## config.mk

```make
export PLATFORM = sky130hd
export DESIGN_NAME = xdc_ctrl
export DESIGN_NICKNAME = d
export VERILOG_FILES = /design/src/inc/xdc_pkg.sv /design/src/xdc_ctrl.sv
export SDC_FILE = /design/constraint.sdc
export NUM_CORES = 1
export LEC_CHECK = 0
export BUFFER_PORTS_ARGS = -buffer_cell sky130_fd_sc_hd__buf_2
export CAP_MARGIN = 0
export CORE_AREA = 2 2 94 96
export CTS_CLUSTER_DIAMETER = 50
export DETAILED_ROUTE_END_ITERATION = 8
export DIE_AREA = 0 0 96 98
export SYNTH_ARGS = -nofsm -noshare
export SYNTH_HDL_FRONTEND = slang
export SYNTH_SLANG_ARGS = --single-unit
```

## constraint.sdc

```tcl
create_clock -name i_clk -period 2.7 [get_ports i_clk]
set_input_delay 0.405 -clock i_clk [delete_from_list [all_inputs] [get_ports i_clk]]
set_output_delay 0.405 -clock i_clk [all_outputs]
set_load 0.01 [all_outputs]
```

## src/inc/xdc_pkg.sv

```systemverilog
// Package for the external data move stretch and timer rate select block
package xdc_pkg;
   // Register map
   localparam logic [7:0] XDC_CTRL_ADDR = 8'h8e;
   localparam logic [7:0] XDC_CTRL_RESET = 8'h01;
   // Field positions
   localparam int XDC_STRETCH_LSB = 0;
   localparam int XDC_T0_POS = 3;
   localparam int XDC_T1_POS = 4;
   localparam int XDC_T2_POS = 5;
   localparam logic [7:0] XDC_WR_MASK = 8'h3f;
   // Timing figures
   localparam logic [3:0] XDC_BASE_CYCLES = 4'h2;
   localparam logic [4:0] XDC_ZERO_STROBE = 5'h02;
   localparam logic [4:0] XDC_SLOW_DIV = 5'h0c;
   localparam logic [4:0] XDC_FAST_DIV = 5'h04;
   localparam logic [4:0] XDC_CLKS_PER_CYCLE = 5'h04;
   localparam logic [15:0] XDC_EXT_BASE = 16'h0300;
   // Move request from the core
   typedef struct packed {
      logic wr;
      logic [15:0] addr;
      logic [7:0] wdata;
      logic from_int_code;
   } xdc_move_t;
   // Bus sequencer states
   typedef enum logic [3:0] {
      XDC_IDLE = 4'b0001,
      XDC_SETUP = 4'b0010,
      XDC_STROBE = 4'b0100,
      XDC_HOLD = 4'b1000
   } xdc_state_t;
endpackage

```

## src/xdc_ctrl.sv

```systemverilog
// External data move stretch sequencer and timer rate select
module xdc_ctrl
   import xdc_pkg::*;
(
   // Clock and reset
   input wire logic i_clk,
   input wire logic i_arst_n,
   // Special function register port
   input wire logic i_sfr_wr,
   input wire logic [7:0] i_sfr_addr,
   input wire logic [7:0] i_sfr_wdata,
   output logic [7:0] o_sfr_rdata,
   // Move request from the core
   input wire logic i_move_req,
   input wire xdc_move_t i_move,
   input wire logic i_move_dptr,
   output logic o_move_busy,
   output logic o_move_done,
   output logic [7:0] o_move_rdata,
   // Port 0 and port 2 bus
   input wire logic [7:0] i_p0,
   output logic [7:0] o_p0,
   output logic o_p0_oe_n,
   output logic [7:0] o_p2,
   output logic o_write_strobe_pin_n,
   output logic o_read_strobe_pin_n,
   // Timer count ticks
   output logic o_timer0_tick,
   output logic o_timer1_tick,
   output logic o_timer2_tick
);

   // Cycle count of a stretched move
   // Two base cycles plus one per stretch step
   function automatic logic [3:0] move_cycles(input logic [2:0] s);
      move_cycles = XDC_BASE_CYCLES + {1'b0, s};
   endfunction

   // Strobe width in clocks
   // Zero stretch is the only width that is not a multiple of four
   function automatic logic [4:0] strobe_clks(input logic [2:0] s);
      if (s == 3'h0) begin
         strobe_clks = XDC_ZERO_STROBE;
      end else begin
         strobe_clks = 5'(XDC_CLKS_PER_CYCLE * s);
      end
   endfunction

   // Prescaler wrap test, shared by the counter and its tick flop
   function automatic logic tick_due(input logic [4:0] pre, input logic fast);
      logic [4:0] div;
      div = fast ? XDC_FAST_DIV : XDC_SLOW_DIV;
      tick_due = (pre + 5'h01 >= div);
   endfunction

   // Register and sequencer state
   logic [7:0] ctrl_r;
   logic [2:0] stretch_r;
   xdc_state_t state_r;
   logic [4:0] cnt_r;
   logic wr_r;
   logic [7:0] rdata_r;
   logic [4:0] pre_r [3];

   // Prescaler select and move decode
   logic [2:0] tick_sel;
   logic ext_hit;

   // Rate select bits gathered in timer order
   assign tick_sel = {ctrl_r[XDC_T2_POS], ctrl_r[XDC_T1_POS], ctrl_r[XDC_T0_POS]};
   // Only data-pointer moves above the on-chip block reach the pins
   assign ext_hit = i_move_req && i_move_dptr && (i_move.addr >= XDC_EXT_BASE);

   // Control register, upper bits held at zero
   // Masking on write keeps the read path free of gating
   always_ff @(posedge i_clk or negedge i_arst_n) begin
      if (!i_arst_n) begin
         ctrl_r <= XDC_CTRL_RESET;
      end else if (i_sfr_wr && i_sfr_addr == XDC_CTRL_ADDR) begin
         ctrl_r <= i_sfr_wdata & XDC_WR_MASK;
      end
   end

   // Registered read data
   // Other addresses read zero, so reads can be OR-ed with other registers
   always_ff @(posedge i_clk or negedge i_arst_n) begin
      if (!i_arst_n) begin
         o_sfr_rdata <= 8'h00;
      end else begin
         o_sfr_rdata <= (i_sfr_addr == XDC_CTRL_ADDR) ? ctrl_r : 8'h00;
      end
   end

   // Timer prescalers, one per timer
   always_ff @(posedge i_clk or negedge i_arst_n) begin
      if (!i_arst_n) begin
         for (int k = 0; k < 3; k++) begin
            pre_r[k] <= 5'h00;
         end
         o_timer0_tick <= 1'b0;
         o_timer1_tick <= 1'b0;
         o_timer2_tick <= 1'b0;
      end else begin
         for (int k = 0; k < 3; k++) begin
            // Rate change restarts nothing; a wrap catches up within one period
            if (tick_due(pre_r[k], tick_sel[k])) begin
               pre_r[k] <= 5'h00;
            end else begin
               pre_r[k] <= pre_r[k] + 5'h01;
            end
         end
         // Ticks mirror the wrap, so each is one clock wide
         o_timer0_tick <= tick_due(pre_r[0], tick_sel[0]);
         o_timer1_tick <= tick_due(pre_r[1], tick_sel[1]);
         o_timer2_tick <= tick_due(pre_r[2], tick_sel[2]);
      end
   end

   // Bus sequencer: setup, strobe, hold; stretch latched at start
   always_ff @(posedge i_clk or negedge i_arst_n) begin
      if (!i_arst_n) begin
         state_r <= XDC_IDLE;
         stretch_r <= XDC_CTRL_RESET[2:0];
         cnt_r <= 5'h00;
         wr_r <= 1'b0;
         o_move_busy <= 1'b0;
         o_move_done <= 1'b0;
      end else begin
         o_move_done <= 1'b0;
         case (state_r)
            XDC_IDLE: begin
               // Stretch latched here so a rewrite cannot bend a running move
               if (ext_hit) begin
                  stretch_r <= ctrl_r[2:0];
                  wr_r <= i_move.wr;
                  o_move_busy <= 1'b1;
                  // Setup plus hold use what the strobe leaves of the move
                  cnt_r <= 5'(XDC_CLKS_PER_CYCLE * move_cycles(ctrl_r[2:0]) - strobe_clks(ctrl_r[2:0])) - 5'h02;
                  state_r <= XDC_SETUP;
               end
            end
            XDC_SETUP: begin
               // Address phase until the setup count runs out
               if (cnt_r == 5'h00) begin
                  cnt_r <= strobe_clks(stretch_r) - 5'h01;
                  state_r <= XDC_STROBE;
               end else begin
                  cnt_r <= cnt_r - 5'h01;
               end
            end
            XDC_STROBE: begin
               // Strobe held for the latched width
               if (cnt_r == 5'h00) begin
                  state_r <= XDC_HOLD;
               end else begin
                  cnt_r <= cnt_r - 5'h01;
               end
            end
            XDC_HOLD: begin
               // One quiet clock lets the bus turn round before done
               o_move_busy <= 1'b0;
               o_move_done <= 1'b1;
               state_r <= XDC_IDLE;
            end
            default: begin
               // Any stray code falls back to idle
               state_r <= XDC_IDLE;
            end
         endcase
      end
   end

   // Pin drive; internal hits never touch pins
   always_ff @(posedge i_clk or negedge i_arst_n) begin
      if (!i_arst_n) begin
         o_p0 <= 8'hff;
         o_p0_oe_n <= 1'b1;
         o_p2 <= 8'hff;
         o_write_strobe_pin_n <= 1'b1;
         o_read_strobe_pin_n <= 1'b1;
         rdata_r <= 8'h00;
      end else begin
         if (state_r == XDC_IDLE && ext_hit) begin
            // Address phase: both bytes out, port 0 driven
            o_p0 <= i_move.addr[7:0];
            o_p2 <= i_move.addr[15:8];
            o_p0_oe_n <= 1'b0;
         end else if (state_r == XDC_SETUP && cnt_r == 5'h00) begin
            // Strobe opens; a read hands port 0 to the memory
            o_p0 <= i_move.wdata;
            o_p0_oe_n <= !wr_r; // Release port 0 for reads
            o_write_strobe_pin_n <= !wr_r;
            o_read_strobe_pin_n <= wr_r;
         end else if (state_r == XDC_STROBE && cnt_r == 5'h00) begin
            // Sample read data while the strobe is still low
            rdata_r <= i_p0;
            o_write_strobe_pin_n <= 1'b1;
            o_read_strobe_pin_n <= 1'b1;
         end else if (state_r == XDC_HOLD) begin
            // Hold done; port 0 floats again
            o_p0_oe_n <= 1'b1;
         end
      end
   end

   // Read data stands until the strobe of the next move, read or write, closes
   assign o_move_rdata = rdata_r;

endmodule // xdc_ctrl
```

---- Yosys cells after proc, flatten, opt, wreduce, memory -nomap -nowiden ----
Index checks and enable logic that the tools add are counted.
storage, ports and cells
  bits in latches ......................... 0
  ROM bits ................................ 0
  bits in registers ....................... 72
  input port bits ......................... 55
  memories ................................ 0
  word-level logic and storage cells ...... 99
  output and inout port bits .............. 40
  memory bits (writable) .................. 0
operators by class
  $lt $le $gt $ge ......................... 4
  $add $sub $neg .......................... 8
  divide/modulo/power cells ............... 0
  shift-type cells ........................ 0
  equal/unequal tests ..................... 10
  reduce and logical (&&, ||, !) cells .... 22
  bitwise logic cells ..................... 2
  multiply operators ...................... 0
  multiplexer cells ....................... 33
operators with widths
  operator                count
  $mux W5                 12
  $mux W4                 6
  $ge A16 B10 Y1 const B  1
  $mux W8                 2
  $add A5 B1 Y5 const B   3
  $ge A5 B4 Y1            3
  $pmux W5 S3             1
  $pmux W4 S3             1
  $sub A5 B1 Y5 const B   2
  $mux W1                 9
  $reduce_and A3 Y1       3
  $eq A8 B8 Y1 const B    1
  $ne A2 B2 Y1 const B    4
  $reduce_and A2 Y1       4
  $logic_and A1 B1 Y1     6
  $logic_not A3 Y1        2
  $mux W6                 1
  $reduce_bool A2 Y1      3
  $reduce_bool A3 Y1      2
  $logic_not A5 Y1        1
  $sub A5 B2 Y5 const B   1
  $sub A5 B5 Y5           1
  $eq A4 B1 Y1 const B    1
  $eq A4 B2 Y1 const B    1
  7 further kinds         8

---- Logic depth before layout (Yosys ltp) ----
  depth in word-level cells ............... 8
  gate-level depth with buffers ........... 7
  mapped depth without buffers ............ 7

---- Least setup slack after synthesis ----
No wires, ideal clock.
  kind .................................... reg-to-reg
  from .................................... register cnt_r[0]
  to ...................................... register cnt_r[3]
  cell stages (with the launch flop) ...... 7
  slack ................................... 832 ps
  library setup time ...................... 125 ps
  arrival time ............................ 1743 ps
  path buffers ............................ 0
  period minus slack after synthesis ...... 1868 ps
  required time ........................... 2575 ps
  cells stage by stage .................... dfrtp_1 > inv_1 > ha_1 > or4b_4 > o31ai_2 > o221ai_1 > mux2_4
on the way
  word-level cells in the longest chain between the ends .. 3
  elaborated cells between the ends (all ways) .. 7
  classes of those cells .................. add/sub: 1; eq/ne: 1; mux: 3; reduce/logical: 2
ends and longest elaborated chain
  item                                                      RTL line         text
  start: declaration                                        xdc_ctrl.sv:60   logic [4:0] cnt_r;
  start signal: assignment                                  xdc_ctrl.sv:138  cnt_r <= 5'(XDC_CLKS_PER_CYCLE * move_cycles(ctrl_r[2:0]) - strobe_clks(ctrl_r[2:0])) - 5'h02;
  start signal: assignment                                  xdc_ctrl.sv:145  cnt_r <= strobe_clks(stretch_r) - 5'h01;
  start signal: assignment                                  xdc_ctrl.sv:148  cnt_r <= cnt_r - 5'h01;
  $sub A5 B1 Y5 / $logic_not A5 Y1 (equally long branches)  n/a
  $mux W5, or another cell as far along                     xdc_ctrl.sv:153  if (cnt_r == 5'h00) begin
  $pmux W5 S3 / $reduce_and A3 Y1 (equally long branches)   n/a
Parallel ways exist; a longest one is shown, timed or not. The select of a mux whose other input is x is not followed.
A chain may end at the register's enable or synchronous reset.

---- Final worst setup path ----
Same ends and word-level chain as after synthesis.

==> results.md <==
* Hold Path Sink: o_move_rdata[0]
* CP delay by family, top: simple AND/OR/NAND/NOR gates
* Die area at 9410 um2
* # hold bufs at CTS at 0
* CP peak stage delay at 0.45 ns
* Die height at 98 um
* Post-CTS Resized at 0
* Cts bufs inserted at 9
* Mean post-synth cell area at 12.0 um2
* # DRC at 0
* Fmax at 481 MHz
* Clk_skew at 0.00925 ns
* Aggregate global routing overflow at 0
* Startpoint types: register
* First-pass GRT wire length at 10.1 mm
* Setup slack, reg-to-reg at 0.62 ns
* Slowest cell on crit path: nor4b_4
* CTS H-Tree Depth at 3
* Final setup violating endpoints at 0
* Vias per std cell at 4.81
* Pin count of the biggest net entering global routing at 73
* Wire per inst at 12.6 um
* Netlist cell types at 54
* Starting Density at 38.5%
* Footprint of the multi-input gates at 1360 um2
* Drt pass-1 iters at 4
* DP Wirelength at 4.38 mm
* WP buf/inv at 2
* Final min period at 2.08 ns
* Mapped Cells at 271
* Core ar. at 8470 um2
* Slew Viols, Final at 0
* Yosys Warn Count at 0
* GP Congestion at 0.754
* Vias at 2333
* Flops & latches, synth at 72
* Worst Max-Slew Pin Slew at 0.885 ns
* Iter 0 DRT Violations at 85
* Post-DRT Antenna Nets at 0
* Skew-Pair Late Insertion Delay at 0.33 ns
* Worst-path clk slew at 0.08 ns
* Seq/Total Area, Yosys at 56.1%
* Crit path max fanout at 12
* P per Cell Area at 678 nW/um2
* Critical Path RT at 2.91 ns
* Setup Buffers After CTS at 0
* Status: complete, no violations
* Vias in the first global route at 2283
* Inserted Diodes at 0
* Net count, final at 439
* Overall Global Routing Usage at 13.6%
* Async SR Flop Fraction at 100%
* Crit. End Element: register
* Post-synth EDFFs at 0
* RSZ-0062 raised after global routing: false
* Final Hold Vio Count at 0
* Crit share post-route at 76.9%
* Row count at 34
* Worst hold start: i_p0[0]
* Max Root-Sink Buffers at 2
* Layout cells sized above 1 at 43.5%
* Flip-flop and latch area at 1830 um2
* Worst-path cell chain: inv_1 -> ha_1 -> nor4b_4 -> nand2_1 -> buf_4 -> o21a_1 -> mux2_4
* Total Power at 2.76 mW
* Arr. time, crit path at 2.29 ns
* Root Buffer: clkbuf_8
* Fill cell count at 817
* CTS tree: done
* Worst Reg-to-Reg Cells at 7
* R2R Path End: cnt_r[3]
* P_leak at 1.94 nW
* # clock sinks at 72
* I/O pin count at 95
* Critical R2R Launch: cnt_r[0]
* Syn-to-layout area delta at 24.8%
* Worst vdd ir at 292 uV
* Port Buffers at 89
* Post-Syn Area at 3260 um2
* Hold Slack at 0.259 ns
* Chip width at 96 um
* Max-cap viol count at 0
* Relative slew slack at 41.0%
* Ys flop type: dfrtp_1
* Setup TNS Final at 0 ns
* Initial antenna violation count at 0
* WHS Path Cells at 3
* CP Class: reg2reg
* Final wirelength at 6.09 mm
* Hold Crit Class: in2reg
==> final cells by class <==
type,count,area share (%)
Sequential cell,72,45.0
Clock buffer,10,3.39
Multi-Input combinational cell,186,33.4
Tap cell,108,3.32
Clock inverter,5,2.00
Inverter,9,0.831
Timing Repair Buffer,95,12.1
==> cells in the final DEF, fill, tap and decap left out, drive strengths merged, types with 3 or more instances in the layout <==
master	netlist	routed
a211oi	3	3
a21oi	6	6
a221o	3	3
and2	8	8
buf	7	95
clkbuf	2	10
clkinv	1	3
conb	2	7
dfrtp	50	50
dfstp	22	22
ha	11	11
inv	8	8
mux2	21	21
mux2i	6	6
nand2	36	36
nand2b	3	3
nand3	3	3
nor2	16	16
nor2b	3	3
nor3	4	4
nor3b	6	6
nor4	3	3
nor4b	3	3
o21ai	7	7
o22ai	3	3
xnor2	7	7
==> synth_stat cells, drive strengths merged, types with 3 or more instances <==
cell	count	share of area, %
nor2b	3	0.58
inv	8	0.92
ha	11	4.2
o21ai	7	1.1
dfstp	22	18
and2	8	1.5
nor3b	6	1.4
nand2b	3	0.58
dfrtp	50	38
nor3	4	0.61
a21oi	6	0.92
nand3	3	0.46
mux2	21	7.4
a211oi	3	1.1
buf	7	1.5
nand2	36	4.1
xnor2	7	1.9
nor4b	3	1.9
mux2i	6	1.8
a221o	3	0.92
nor4	3	0.77
o22ai	3	0.58
nor2	16	1.8
==> cell families (layout without fill, tap and decap cells) <==
family,after synthesis,count (layout),share of synthesized area [%]
buffers and inverters,18,119,2.76
adders and majority gates,13,13,4.84
and+or+nand+nor,93,93,15.9
AOI/OAI and AO/OA,37,37,8.45
DFF,72,72,56.1
muxes,27,27,9.22
other,2,7,0.231
xor gates and xnor gates,9,9,2.42
==> routing by layer <==
metal	up-vias	global-route usage [%]	wire length [um]
li1	1136	-	-
met2	63	21.8	2870
met4	0	5.27	68
met3	7	4.09	395
met5	-	0	0
met1	1127	17.1	2760
==> power breakdown <==
group,switching [mW],total (mW),internal (mW),leakage (nW)
clock,0.384,0.924,0.540,0.108
combinational,0.221,0.464,0.243,0.989
sequential,0.107,1.37,1.26,0.846
total,0.711,2.76,2.05,1.94
==> registers in the layout, summed over array words and instances, names as in the netlist, 3 cells and up <==
register	count
pre_r	15
o_move_rdata	8
o_p0	8
o_p2	8
ctrl_r	6
o_sfr_rdata	6
cnt_r	5
state_r	4
stretch_r	3
==> through the flow <==
stage / utilization (%) / setup WS [ns] / cells / area [um2]
floorplan: - / 0.832 / 276 / 3280
global placement: 45.4 / 0.669 / 470 / 3850
detailed placement: 45.4 / 0.634 / 470 / 3850
CTS: 48.0 / 0.602 / 485 / 4070
global route: 48.0 / 0.491 / 485 / 4070
finish: 48.0 / 0.623 / 485 / 4070
==> tightest hold or removal path: stages <==
cell     delay (ns)
buf_2          0.08
nand2_1        0.04
nand2_1        0.04
==> worst max-delay path by stage <==
stage          startpoint  endpoint  slack, ns  cells after the start
6_report         cnt_r[0]  cnt_r[3]       0.62                      7
2_1_floorplan    cnt_r[0]  cnt_r[3]       0.83                      6
3_3_place_gp     cnt_r[0]  cnt_r[3]       0.67                      7
3_5_place_dp     cnt_r[0]  cnt_r[3]       0.63                      7
4_1_cts          cnt_r[0]  cnt_r[3]       0.60                      7
5_1_grt          cnt_r[0]  cnt_r[3]       0.49                      7
(Power assumes the default switching activity.)
